## src/verilog/slave_ctrl_regs.svh

```systemverilog
`ifndef SLAVE_CTRL_REGS_SVH
`define SLAVE_CTRL_REGS_SVH

`define OFS_TASK_ACQUIRE   12'h024
`define OFS_TASK_RELEASE   12'h028
`define OFS_EV_DONE        12'h104
`define OFS_EV_RXFULL      12'h110
`define OFS_EV_GRANTED     12'h128
`define OFS_SHORTCUT       12'h200
`define OFS_INT_ENABLE     12'h304
`define OFS_INT_DISABLE    12'h308
`define OFS_SEM_OWNER      12'h400
`define OFS_ERR_STATUS     12'h440
`define OFS_PERIPH_EN      12'h500
`define OFS_RX_MAX         12'h538
`define OFS_TX_MAX         12'h548
`define OFS_TX_FILL        12'h5C0

`define BIT_EV_DONE        0
`define BIT_EV_RXFULL      1
`define BIT_EV_GRANTED     2
`define BIT_ERR_UNDERRUN   0
`define BIT_ERR_OVERFLOW   1

`define PERIPH_EN_ON       4'h2
`define PERIPH_EN_OFF      4'h0
`define SEM_OWNER_RESET    32'h00000001
`define TX_FILL_RESET      8'hFF

`endif

```

## src/verilog/slave_ctrl_pkg.sv

```systemverilog
package slave_ctrl_pkg;
  typedef enum logic [1:0] {
    SEM_FREE,
    SEM_CPU,
    SEM_SERIAL,
    SEM_WAITING
  } sem_state_type;
endpackage

```

## src/verilog/link_if.sv

```systemverilog
interface link_if;
  logic       enable;
  logic       frame_start;
  logic       frame_end;
  logic       byte_done;
  logic [7:0] rx_byte;
  logic [7:0] tx_byte;

  modport sampler (input enable, input tx_byte, output frame_start, output frame_end,
                   output byte_done, output rx_byte);
  modport core (output enable, output tx_byte, input frame_start, input frame_end,
                input byte_done, input rx_byte);
endinterface

```

## src/verilog/serial_sampler.sv

```systemverilog
module serial_sampler (
  input  wire logic ref_clk_i,
  input  wire logic resetn_i,
  input  wire logic sck_i,
  input  wire logic csn_i,
  input  wire logic mosi_i,
  output logic      miso_o,
  output logic      miso_oe_n_o,
  link_if.sampler   link
);
  logic [2:0] s1_r, s2_r, s1_nxt, s2_nxt;
  logic       sck_d_r, csn_d_r, sck_d_nxt, csn_d_nxt;
  logic       in_frame_r, in_frame_nxt;
  logic       oe_n_r, oe_n_nxt;
  logic [2:0] bit_cnt_r, bit_cnt_nxt;
  logic [7:0] rx_sh_r, rx_sh_nxt, tx_sh_r, tx_sh_nxt;
  logic       start_r, end_r, done_r, start_nxt, end_nxt, done_nxt;
  logic       rise, fall;

  // s1 feeds s2 only; edges come from s2 against its delayed copy
  always_comb begin
    s1_nxt       = {mosi_i, csn_i, sck_i};
    s2_nxt       = s1_r;
    sck_d_nxt    = s2_r[0];
    csn_d_nxt    = s2_r[1];
    rise         = s2_r[0] & ~sck_d_r;
    fall         = ~s2_r[0] & sck_d_r;
    in_frame_nxt = in_frame_r;
    bit_cnt_nxt  = bit_cnt_r;
    rx_sh_nxt    = rx_sh_r;
    tx_sh_nxt    = tx_sh_r;
    start_nxt    = 1'b0;
    end_nxt      = 1'b0;
    done_nxt     = 1'b0;
    if (csn_d_r && !s2_r[1] && link.enable) begin
      in_frame_nxt = 1'b1;
      start_nxt    = 1'b1;
      bit_cnt_nxt  = 3'h0;
      tx_sh_nxt    = link.tx_byte;
    end else if (in_frame_r && s2_r[1]) begin
      in_frame_nxt = 1'b0;
      end_nxt      = 1'b1;
    end else if (in_frame_r && rise) begin
      rx_sh_nxt   = {rx_sh_r[6:0], s2_r[2]};
      bit_cnt_nxt = bit_cnt_r + 3'h1;
      if (bit_cnt_r == 3'h7) begin
        done_nxt  = 1'b1;
        tx_sh_nxt = link.tx_byte;
      end
    end else if (in_frame_r && fall && bit_cnt_r != 3'h0) begin
      tx_sh_nxt = {tx_sh_r[6:0], 1'b0};
    end
    oe_n_nxt = ~in_frame_nxt;
  end

  always_ff @(posedge ref_clk_i or negedge resetn_i) begin
    if (!resetn_i) begin
      // sck rests low in mode 0; a high reset value would fake a falling edge
      s1_r       <= 3'h2;
      s2_r       <= 3'h2;
      sck_d_r    <= 1'b0;
      oe_n_r     <= 1'b1;
      csn_d_r    <= 1'b1;
      in_frame_r <= 1'b0;
      bit_cnt_r  <= 3'h0;
      rx_sh_r    <= 8'h00;
      tx_sh_r    <= 8'h00;
      start_r    <= 1'b0;
      end_r      <= 1'b0;
      done_r     <= 1'b0;
    end else begin
      s1_r       <= s1_nxt;
      s2_r       <= s2_nxt;
      sck_d_r    <= sck_d_nxt;
      csn_d_r    <= csn_d_nxt;
      in_frame_r <= in_frame_nxt;
      oe_n_r     <= oe_n_nxt;
      bit_cnt_r  <= bit_cnt_nxt;
      rx_sh_r    <= rx_sh_nxt;
      tx_sh_r    <= tx_sh_nxt;
      start_r    <= start_nxt;
      end_r      <= end_nxt;
      done_r     <= done_nxt;
    end
  end

  assign link.frame_start = start_r;
  assign link.frame_end   = end_r;
  assign link.byte_done   = done_r;
  assign link.rx_byte     = rx_sh_r;
  assign miso_o           = tx_sh_r[7];
  assign miso_oe_n_o      = oe_n_r;

  disabled_quiet_a: assert property (@(posedge ref_clk_i) disable iff (!resetn_i)
    !link.enable && !in_frame_r |=> !start_r)
    else $error("frame started while disabled");
endmodule

```

## src/verilog/sem_arbiter.sv

```systemverilog
module sem_arbiter
  import slave_ctrl_pkg::*;
(
  input  wire logic          ref_clk_i,
  input  wire logic          resetn_i,
  input  wire logic          acquire_i,
  input  wire logic          release_i,
  input  wire logic          shortcut_i,
  input  wire logic          frame_start_i,
  input  wire logic          frame_end_i,
  output sem_state_type      state_o,
  output logic               held_o,
  output logic               done_o,
  output logic               granted_o
);
  sem_state_type state_r, state_nxt;

  // acquire and release never both leave the owner in two places at once
  always_comb begin
    state_nxt = state_r;
    done_o    = 1'b0;
    case (state_r)
      SEM_FREE: begin
        if (acquire_i) begin
          state_nxt = SEM_CPU;
        end else if (frame_start_i) begin
          state_nxt = SEM_SERIAL;
        end
      end
      SEM_CPU: begin
        if (release_i) begin
          state_nxt = SEM_FREE;
        end
      end
      SEM_SERIAL: begin
        if (frame_end_i) begin
          done_o    = 1'b1;
          state_nxt = (acquire_i || shortcut_i) ? SEM_CPU : SEM_FREE;
        end else if (acquire_i) begin
          state_nxt = SEM_WAITING;
        end
      end
      SEM_WAITING: begin
        if (frame_end_i) begin
          done_o    = 1'b1;
          state_nxt = SEM_CPU;
        end
      end
      default: state_nxt = SEM_CPU;
    endcase
  end

  always_ff @(posedge ref_clk_i or negedge resetn_i) begin
    if (!resetn_i) begin
      state_r <= SEM_CPU;
    end else begin
      state_r <= state_nxt;
    end
  end

  assign state_o   = state_r;
  assign held_o    = (state_r == SEM_SERIAL) || (state_r == SEM_WAITING);
  assign granted_o = (state_nxt == SEM_CPU) && (state_r != SEM_CPU);

  release_free_a: assert property (@(posedge ref_clk_i) disable iff (!resetn_i)
    state_r == SEM_CPU && release_i |=> state_r == SEM_FREE)
    else $error("release did not free semaphore");
  waiting_origin_a: assert property (@(posedge ref_clk_i) disable iff (!resetn_i)
    state_r == SEM_WAITING |-> $past(state_r) inside {SEM_SERIAL, SEM_WAITING})
    else $error("handover wait without serial owner");
  done_event_a: assert property (@(posedge ref_clk_i) disable iff (!resetn_i)
    held_o && frame_end_i |-> done_o ##1 state_r != SEM_SERIAL)
    else $error("held frame end without done");
endmodule

```

## src/verilog/spi_slave_semaphore_status.sv

```systemverilog
// Implementation choice: the strobed register port.
`include "slave_ctrl_regs.svh"

module spi_slave_semaphore_status
  import slave_ctrl_pkg::*;
#(
  parameter int CNT_W = 16
) (
  input  wire logic        ref_clk_i,
  input  wire logic        resetn_i,
  input  wire logic [11:0] addr_i,
  input  wire logic [31:0] wdata_i,
  input  wire logic        wr_i,
  input  wire logic        rd_i,
  output logic      [31:0] rdata_o,
  output logic             irq_o,
  input  wire logic        sck_i,
  input  wire logic        csn_i,
  input  wire logic        mosi_i,
  output logic             miso_o,
  output logic             miso_oe_n_o
);
  import slave_ctrl_pkg::*;

  link_if link ();

  logic [2:0]       int_en_r, int_en_nxt;
  logic [2:0]       ev_r, ev_nxt;
  logic [1:0]       err_r, err_nxt;
  logic [3:0]       en_r, en_nxt;
  logic             short_r, short_nxt;
  logic [CNT_W-1:0] rx_max_r, rx_max_nxt, tx_max_r, tx_max_nxt;
  logic [CNT_W-1:0] rx_cnt_r, rx_cnt_nxt, tx_cnt_r, tx_cnt_nxt;
  logic [7:0]       fill_r, fill_nxt;
  logic [31:0]      rdata_r, rdata_nxt;
  logic             irq_r, irq_nxt;
  logic             enabled, acquire, release_t, held, done_ev, granted_ev;
  logic [2:0]       ev_set;
  logic [1:0]       err_set;
  sem_state_type    sem_state;

  function automatic logic wr_hit(input logic [11:0] ofs);
    wr_hit = wr_i && (addr_i == ofs);
  endfunction

  // sticky bit: a set in the same cycle as a written one wins
  function automatic logic w1c(input logic old, input logic set, input logic clr);
    w1c = set | (old & ~clr);
  endfunction

  function automatic logic [31:0] owner_code(input sem_state_type s);
    case (s)
      SEM_FREE:    owner_code = 32'h00000000;
      SEM_CPU:     owner_code = 32'h00000001;
      SEM_SERIAL:  owner_code = 32'h00000002;
      SEM_WAITING: owner_code = 32'h00000003;
      default:     owner_code = 32'h00000000;
    endcase
  endfunction

  assign enabled   = (en_r == `PERIPH_EN_ON);
  assign acquire   = wr_hit(`OFS_TASK_ACQUIRE) && wdata_i[0];
  assign release_t = wr_hit(`OFS_TASK_RELEASE) && wdata_i[0];

  assign link.enable  = enabled;
  // no transmit buffer here: every clocked-out byte is the fill character
  assign link.tx_byte = fill_r;

  serial_sampler u_sampler (
    .ref_clk_i   (ref_clk_i),
    .resetn_i    (resetn_i),
    .sck_i       (sck_i),
    .csn_i       (csn_i),
    .mosi_i      (mosi_i),
    .miso_o      (miso_o),
    .miso_oe_n_o (miso_oe_n_o),
    .link        (link.sampler)
  );

  sem_arbiter u_arbiter (
    .ref_clk_i     (ref_clk_i),
    .resetn_i      (resetn_i),
    .acquire_i     (acquire),
    .release_i     (release_t),
    .shortcut_i    (short_r),
    .frame_start_i (link.frame_start),
    .frame_end_i   (link.frame_end),
    .state_o       (sem_state),
    .held_o        (held),
    .done_o        (done_ev),
    .granted_o     (granted_ev)
  );

  // byte accounting only while the serial side holds the buffers
  always_comb begin
    rx_cnt_nxt = rx_cnt_r;
    tx_cnt_nxt = tx_cnt_r;
    ev_set     = 3'h0;
    err_set    = 2'h0;
    if (link.frame_start) begin
      rx_cnt_nxt = '0;
      tx_cnt_nxt = '0;
    end else if (link.byte_done && held) begin
      if (rx_cnt_r < rx_max_r) begin
        rx_cnt_nxt = rx_cnt_r + 1'b1;
        if (rx_cnt_r + 1'b1 == rx_max_r) begin
          ev_set[`BIT_EV_RXFULL] = 1'b1;
        end
      end else begin
        err_set[`BIT_ERR_OVERFLOW] = 1'b1;
      end
      if (tx_cnt_r < tx_max_r) begin
        tx_cnt_nxt = tx_cnt_r + 1'b1;
      end else begin
        err_set[`BIT_ERR_UNDERRUN] = 1'b1;
      end
    end
    ev_set[`BIT_EV_DONE]    = done_ev;
    ev_set[`BIT_EV_GRANTED] = granted_ev;
  end

  always_comb begin
    int_en_nxt = int_en_r;
    short_nxt  = short_r;
    en_nxt     = en_r;
    rx_max_nxt = rx_max_r;
    tx_max_nxt = tx_max_r;
    fill_nxt   = fill_r;
    if (wr_hit(`OFS_INT_ENABLE)) begin
      int_en_nxt = int_en_r | wdata_i[2:0];
    end
    if (wr_hit(`OFS_INT_DISABLE)) begin
      int_en_nxt = int_en_r & ~wdata_i[2:0];
    end
    if (wr_hit(`OFS_SHORTCUT)) begin
      short_nxt = wdata_i[0];
    end
    if (wr_hit(`OFS_PERIPH_EN)) begin
      en_nxt = wdata_i[3:0];
    end
    if (wr_hit(`OFS_RX_MAX)) begin
      rx_max_nxt = wdata_i[CNT_W-1:0];
    end
    if (wr_hit(`OFS_TX_MAX)) begin
      tx_max_nxt = wdata_i[CNT_W-1:0];
    end
    if (wr_hit(`OFS_TX_FILL)) begin
      fill_nxt = wdata_i[7:0];
    end
    ev_nxt[`BIT_EV_DONE]    = w1c(ev_r[`BIT_EV_DONE], ev_set[`BIT_EV_DONE],
                                  wr_hit(`OFS_EV_DONE) && wdata_i[0]);
    ev_nxt[`BIT_EV_RXFULL]  = w1c(ev_r[`BIT_EV_RXFULL], ev_set[`BIT_EV_RXFULL],
                                  wr_hit(`OFS_EV_RXFULL) && wdata_i[0]);
    ev_nxt[`BIT_EV_GRANTED] = w1c(ev_r[`BIT_EV_GRANTED], ev_set[`BIT_EV_GRANTED],
                                  wr_hit(`OFS_EV_GRANTED) && wdata_i[0]);
    for (int i = 0; i < 2; i++) begin
      err_nxt[i] = w1c(err_r[i], err_set[i],
                       wr_hit(`OFS_ERR_STATUS) && wdata_i[i]);
    end
    irq_nxt = |(ev_nxt & int_en_nxt);
  end

  // unmapped addresses read as zero; read data valid the cycle after rd_i
  always_comb begin
    rdata_nxt = 32'h00000000;
    if (rd_i) begin
      case (addr_i)
        `OFS_EV_DONE:     rdata_nxt = {31'h0, ev_r[`BIT_EV_DONE]};
        `OFS_EV_RXFULL:   rdata_nxt = {31'h0, ev_r[`BIT_EV_RXFULL]};
        `OFS_EV_GRANTED:  rdata_nxt = {31'h0, ev_r[`BIT_EV_GRANTED]};
        `OFS_SHORTCUT:    rdata_nxt = {31'h0, short_r};
        `OFS_INT_ENABLE:  rdata_nxt = {29'h0, int_en_r};
        `OFS_INT_DISABLE: rdata_nxt = {29'h0, int_en_r};
        `OFS_SEM_OWNER:   rdata_nxt = owner_code(sem_state);
        `OFS_ERR_STATUS:  rdata_nxt = {30'h0, err_r};
        `OFS_PERIPH_EN:   rdata_nxt = {28'h0, en_r};
        `OFS_RX_MAX:      rdata_nxt = {{(32-CNT_W){1'b0}}, rx_max_r};
        `OFS_TX_MAX:      rdata_nxt = {{(32-CNT_W){1'b0}}, tx_max_r};
        `OFS_TX_FILL:     rdata_nxt = {24'h0, fill_r};
        default:          rdata_nxt = 32'h00000000;
      endcase
    end
  end

  always_ff @(posedge ref_clk_i or negedge resetn_i) begin
    if (!resetn_i) begin
      int_en_r <= 3'h0;
      ev_r     <= 3'h0;
      err_r    <= 2'h0;
      en_r     <= `PERIPH_EN_OFF;
      short_r  <= 1'b0;
      rx_max_r <= '0;
      tx_max_r <= '0;
      rx_cnt_r <= '0;
      tx_cnt_r <= '0;
      fill_r   <= `TX_FILL_RESET;
      rdata_r  <= 32'h00000000;
      irq_r    <= 1'b0;
    end else begin
      int_en_r <= int_en_nxt;
      ev_r     <= ev_nxt;
      err_r    <= err_nxt;
      en_r     <= en_nxt;
      short_r  <= short_nxt;
      rx_max_r <= rx_max_nxt;
      tx_max_r <= tx_max_nxt;
      rx_cnt_r <= rx_cnt_nxt;
      tx_cnt_r <= tx_cnt_nxt;
      fill_r   <= fill_nxt;
      rdata_r  <= rdata_nxt;
      irq_r    <= irq_nxt;
    end
  end

  assign rdata_o = rdata_r;
  assign irq_o   = irq_r;

  int_disable_a: assert property (@(posedge ref_clk_i) disable iff (!resetn_i)
    wr_hit(`OFS_INT_DISABLE) && wdata_i[0] && !wr_hit(`OFS_INT_ENABLE) |=> !int_en_r[0])
    else $error("interrupt enable not cleared");
  owner_read_a: assert property (@(posedge ref_clk_i) disable iff (!resetn_i)
    rd_i && addr_i == `OFS_SEM_OWNER |=> rdata_o == owner_code($past(sem_state)))
    else $error("owner field mismatch");
  reset_owner_a: assert property (@(posedge ref_clk_i)
    $rose(resetn_i) |-> sem_state == SEM_CPU)
    else $error("semaphore not with CPU after reset");
  err_clear_a: assert property (@(posedge ref_clk_i) disable iff (!resetn_i)
    wr_hit(`OFS_ERR_STATUS) && wdata_i[1] && !err_set[1] |=> !err_r[1])
    else $error("overflow flag not cleared");
  err_sticky_a: assert property (@(posedge ref_clk_i) disable iff (!resetn_i)
    err_r[0] && !(wr_hit(`OFS_ERR_STATUS) && wdata_i[0]) |=> err_r[0])
    else $error("under-run flag lost");
  overflow_set_a: assert property (@(posedge ref_clk_i) disable iff (!resetn_i)
    link.byte_done && held && rx_cnt_r >= rx_max_r |=> err_r[1] && $stable(rx_cnt_r))
    else $error("overflow not flagged or count moved");
  underrun_set_a: assert property (@(posedge ref_clk_i) disable iff (!resetn_i)
    link.byte_done && held && tx_cnt_r >= tx_max_r |=> err_r[0] && $stable(tx_cnt_r))
    else $error("under-run not flagged or count moved");
  rx_full_a: assert property (@(posedge ref_clk_i) disable iff (!resetn_i)
    link.byte_done && held && rx_cnt_r + 1'b1 == rx_max_r |=> ev_r[`BIT_EV_RXFULL])
    else $error("rx full event missing");
  irq_level_a: assert property (@(posedge ref_clk_i) disable iff (!resetn_i)
    ##1 irq_o == |(ev_r & int_en_r))
    else $error("irq level mismatch");

  // ownership moves only on request, release, frame start or frame end
  grant_free_a: assert property (@(posedge ref_clk_i) disable iff (!resetn_i)
    sem_state == SEM_FREE && acquire |=> sem_state == SEM_CPU && ev_r[`BIT_EV_GRANTED])
    else $error("acquire on free semaphore not granted");
  serial_take_a: assert property (@(posedge ref_clk_i) disable iff (!resetn_i)
    sem_state == SEM_FREE && link.frame_start && !acquire |=> sem_state == SEM_SERIAL)
    else $error("frame start did not hand owner to serial side");
  grant_after_wait_a: assert property (@(posedge ref_clk_i) disable iff (!resetn_i)
    sem_state == SEM_WAITING && link.frame_end |=> sem_state == SEM_CPU
      && ev_r[`BIT_EV_GRANTED])
    else $error("pending handover not completed");
  done_flag_a: assert property (@(posedge ref_clk_i) disable iff (!resetn_i)
    held && link.frame_end |=> ev_r[`BIT_EV_DONE])
    else $error("done event flag not set");
  shortcut_grant_a: assert property (@(posedge ref_clk_i) disable iff (!resetn_i)
    sem_state == SEM_SERIAL && link.frame_end && short_r |=> sem_state == SEM_CPU)
    else $error("shortcut did not return owner to CPU");
  cpu_hold_a: assert property (@(posedge ref_clk_i) disable iff (!resetn_i)
    sem_state == SEM_CPU && !release_t |=> sem_state == SEM_CPU)
    else $error("CPU lost owner without release");
  serial_hold_a: assert property (@(posedge ref_clk_i) disable iff (!resetn_i)
    held && !link.frame_end |=> held)
    else $error("serial side lost owner before frame end");
  // a frame already running when disabled is let run to its end
  disabled_idle_a: assert property (@(posedge ref_clk_i) disable iff (!resetn_i)
    !enabled && !held && !link.frame_start |=> !held)
    else $error("disabled block took the semaphore");
  enable_decode_a: assert property (@(posedge ref_clk_i) disable iff (!resetn_i)
    wr_hit(`OFS_PERIPH_EN) |=> enabled == ($past(wdata_i[3:0]) == `PERIPH_EN_ON))
    else $error("enable field decode mismatch");
  int_keep_a: assert property (@(posedge ref_clk_i) disable iff (!resetn_i)
    wr_hit(`OFS_INT_DISABLE) |=> (int_en_r | $past(wdata_i[2:0])) ==
      ($past(int_en_r) | $past(wdata_i[2:0])))
    else $error("zero bits of disable write changed an enable");
  underrun_clear_a: assert property (@(posedge ref_clk_i) disable iff (!resetn_i)
    wr_hit(`OFS_ERR_STATUS) && wdata_i[0] && !err_set[0] |=> !err_r[0])
    else $error("under-run flag not cleared");
  overflow_sticky_a: assert property (@(posedge ref_clk_i) disable iff (!resetn_i)
    err_r[1] && !(wr_hit(`OFS_ERR_STATUS) && wdata_i[1]) |=> err_r[1])
    else $error("overflow flag lost");
  rx_count_a: assert property (@(posedge ref_clk_i) disable iff (!resetn_i)
    link.byte_done && held && rx_cnt_r < rx_max_r |=> rx_cnt_r == $past(rx_cnt_r) + 1'b1)
    else $error("received byte not counted");
  frame_count_a: assert property (@(posedge ref_clk_i) disable iff (!resetn_i)
    link.frame_start |=> rx_cnt_r == '0 && tx_cnt_r == '0)
    else $error("byte counts not cleared at frame start");
endmodule

```

## config.mk

```make
export PLATFORM = sky130hd
export DESIGN_NAME = spi_slave_semaphore_status
export DESIGN_NICKNAME = d
export VERILOG_FILES = /design/src/verilog/slave_ctrl_pkg.sv /design/src/verilog/link_if.sv /design/src/verilog/serial_sampler.sv /design/src/verilog/sem_arbiter.sv /design/src/verilog/spi_slave_semaphore_status.sv
export VERILOG_INCLUDE_DIRS = /design/src /design/src/verilog
export SDC_FILE = /design/constraint.sdc
export NUM_CORES = 1
export LEC_CHECK = 0
export ABC_AREA = 1
export BUFFER_PORTS_ARGS = -buffer_cell sky130_fd_sc_hd__buf_4
export CELL_PAD_IN_SITES_DETAIL_PLACEMENT = 0
export CELL_PAD_IN_SITES_GLOBAL_PLACEMENT = 1
export CORE_ASPECT_RATIO = 2
export CORE_MARGIN = 2
export CORE_UTILIZATION = 44
export CTS_CLUSTER_SIZE = 25
export DETAILED_ROUTE_END_ITERATION = 8
export HOLD_SLACK_MARGIN = 0.08
export PLACE_DENSITY_LB_ADDON = 0.08
export SYNTH_ARGS = -nofsm -noshare
export SYNTH_HDL_FRONTEND = slang
export SYNTH_SLANG_ARGS = --single-unit
```

## constraint.sdc

```tcl
create_clock -name ref_clk_i -period 2.2 [get_ports ref_clk_i]
set_clock_uncertainty 0.15 [all_clocks]
set_input_delay 0.33 -clock ref_clk_i [delete_from_list [all_inputs] [get_ports ref_clk_i]]
set_output_delay 0.33 -clock ref_clk_i [all_outputs]
set_load 0.02 [all_outputs]
```

==> reports/metrics.csv <==
metric;value;unit
outcome;complete, but fails checks;
violations;setup timing;
cap_violations;0;
cts-root-buf;clkbuf_16;
required;2400;ps
cts_made_buffers;17;
dp_hpwl;16.67;mm
hold_viol;0;
antenna_found_initial;0;
ys.warnings.count;0;
antenna_cells;0;
powerDensity;575.9;mW/mm2
drc_errors;0;
grt_usage;27.11;%
cts_buffer_depth;2;
async_flop_share;100.0;%
syn-cell-area;0.007278;mm2
path_class;flop to flop;
max-vdd-ir-drop;0.5442;mV
ant_nets;0;
worstPathCellList;ha_4 -> nand2_2 -> o21a_1 -> o211ai_1 -> a21oi_2 -> or2_4 -> nand2_8 -> clkbuf_16 -> nand2_2 -> o21ai_1;
period_share;100.1;%
slowest_delay;460;ps
max_freq;0.4540;GHz
synth_cell_types;52;
firstDrtPassIters;5;
clkTransAtPathRegs;60;ps
cts_tree;yes;
synth.area.top_cells;dfrtp_1, nand2_1, o21ai_0, ha_1, inv_1;
slew_viol_final;0;
grt_pass1_vias;7148;
final_net_count;1163;
die_w;94.95;um
cpMaxStageDelayCell;dfrtp_2;
port-buffer-count;52;
io-pin-count;86;
synth-seq-cells;126;
final_layout_size_suffix_gt1_share;27.00;%
clk_latency;420;ps
fill_cells;1545;
leakage;4.501;nW
worst_slew_pin_slew;826.4;ps
setup_slack;-2.709;ps
htree_num_levels;4;
synthFlopType;dfrtp_1;
coreArea;0.01627;mm2
synthesis.instances;923;
mostFrequentLayoutCell;nand2_1;
p_clk_share;52.5;%
grt_max_degree;43;
gp_congestion;0.9269;
first_iter_violations;332;
setup_viol;1;
worstSetupEndpointType;flop;
p_sw;1.271;mW
viasPerCell;5.201;
placementRows;66;
syn_area_per_cell;7.885;um2
routedWlPerCell;17.24;um
yosysTopAreaCell;dfrtp_1;
rsz0062_at_grt;true;
hold_class;primary input to flop;
switching_share;22.97;%
synth_top_area_share;38.85;%
die_h;185.9;um
start_util;44.74;%
overflow;0;
synthToLayoutAreaGrowth;32.03;%
grt_pass1_wl;36.04;mm
critPathLaunchType;flop;
final_cell_mix;nand2_1, buf_4, inv_1, dfrtp_1, o21ai_0;
synth_edf_count;0;
wirelength;22.29;mm
whs;84.38;ps
seq_power_share;42.5;%
crit_fanout;8;
maxSlewHeadroom;44.91;%
vias;6725;
finish.utilization;59.07;%
final.setup.tns;-2.709;ps
dieArea;0.01765;mm2
crit_top_cell;nand2_2;
fin_total_pwr;5.534;mW
worst_ep_arrival_time;2400;ps
power.internal;4.262;mW
period_minus_slack;2203;ps
pwr-share-comb;4.9;%
ys_seq_area_share;43.54;%
cts.sinks;126;
-- power groups by stage --
stage               sequential (mW)  clock, mW  combinational (mW)
floorplan                      2.39          0               0.111
global placement               2.39          0               0.240
detailed placement             2.39          0               0.244
CTS                            2.35       2.95               0.274
global route                   2.35       3.05               0.305
finish                         2.35       2.91               0.273
-- cells in the mapped netlist, types with 3 or more instances --
library cell	number
a21oi_1	35
a31oi_1	8
buf_2	5
buf_4	17
clkbuf_1	11
dfrtp_1	113
dfstp_2	13
ha_1	36
inv_1	118
inv_2	4
nand2_1	235
nand2_2	8
nand3_1	58
nand4_1	17
nor2_1	64
nor2_2	5
nor3_1	9
o21a_1	3
o21ai_0	92
o22ai_1	8
or2_2	11
xnor2_1	4
xor2_1	11
-- critical path: cells and delay by family (launching register included) --
kind	cells	cell delay [ps]
compound gates	4	560
simple gates	4	490
flops	1	460
fa+ha+maj	1	280
buf+inv	1	180
-- per-stage QoR --
stage	instances	instance area [um2]	setup slack [ps]
6_report	1293	9609	-2.709
5_1_grt	1293	9609	-85.21
4_1_cts	1285	9382	-28.50
3_5_place_dp	1228	8335	-126.7
3_3_place_gp	1228	8335	-72.95
2_1_floorplan	938	7335	151.2
-- sequential cells by signal, indices dropped and copies added, names as in the netlist, 2 cells and up --
signal,count
en_r,4
err_r,2
ev_r,3
fill_r,8
int_en_r,3
rdata_o,16
rx_cnt_r,16
rx_max_r,16
tx_cnt_r,16
tx_max_r,16
u_arbiter.state_o,2
u_sampler.bit_cnt_r,3
u_sampler.s1_r,2
u_sampler.s2_r,2
u_sampler.tx_sh_r,8
-- path summary, 6_finish.rpt --
path / from / endpoint / slack, ps / cells past startpoint
worst max-delay path: rx_cnt_r[10] / rx_cnt_r[13] / -3 / 10
worst min-delay path: wdata_i[13] / rx_max_r[13] / 80 / 3
worst max register to register: rx_cnt_r[10] / rx_cnt_r[13] / -3 / 10
worst min register to register: u_sampler.s1_r[0] / u_sampler.s2_r[0] / 210 / 0
max in group asynchronous: resetn_i / fill_r[2] / 910 / 3
min in group asynchronous: resetn_i / rx_cnt_r[9] / 290 / 2
-- logic make-up (layout without fill, tap and decap cells) --
kind of cell	after synthesis	count (layout)	share of synthesized area (%)
other	1	16	0.05152
AND/OR/NAND/NOR	420	420	25.43
XOR/XNOR	17	17	2.424
flip-flops	126	126	43.54
buffers and inverters	157	308	9.163
adder cells (fa/ha/maj)	36	36	6.189
AO/OA/AOI/OAI	166	166	13.20
-- per-layer routing --
layer | routed length, um | track usage [%]
met1 | 7874 | 26.98
met2 | 12960 | 52.45
met3 | 415 | 3.279
met4 | 1041 | 14.84
met5 | 0 | 0
-- timing repair --
| item | in CTS | in global routing |
|---|---|---|
| hold buffers | 15 | 0 |
| buffers inserted | 8 | 9 |
| pin swaps | 9 | 18 |
| endpoints found under the hold margin | 55 | 0 |
| setup endpoints to repair | 18 | 34 |
| gates resized for setup | 45 | 71 |
| gates cloned | 2 | 1 |
-- cell type report --
type                       count  area, um2  share of cell area [%]
clock buffer                  19      442.9                   4.609
clock inverter                13      163.9                   1.706
inverter                     123      461.7                   4.805
multi-input combinational    655       3821                   39.77
sequential                   126       3174                   33.03
tap                          204      255.2                   2.656
timing repair buffer         153       1290                   13.42
(Power assumes the default switching activity.)
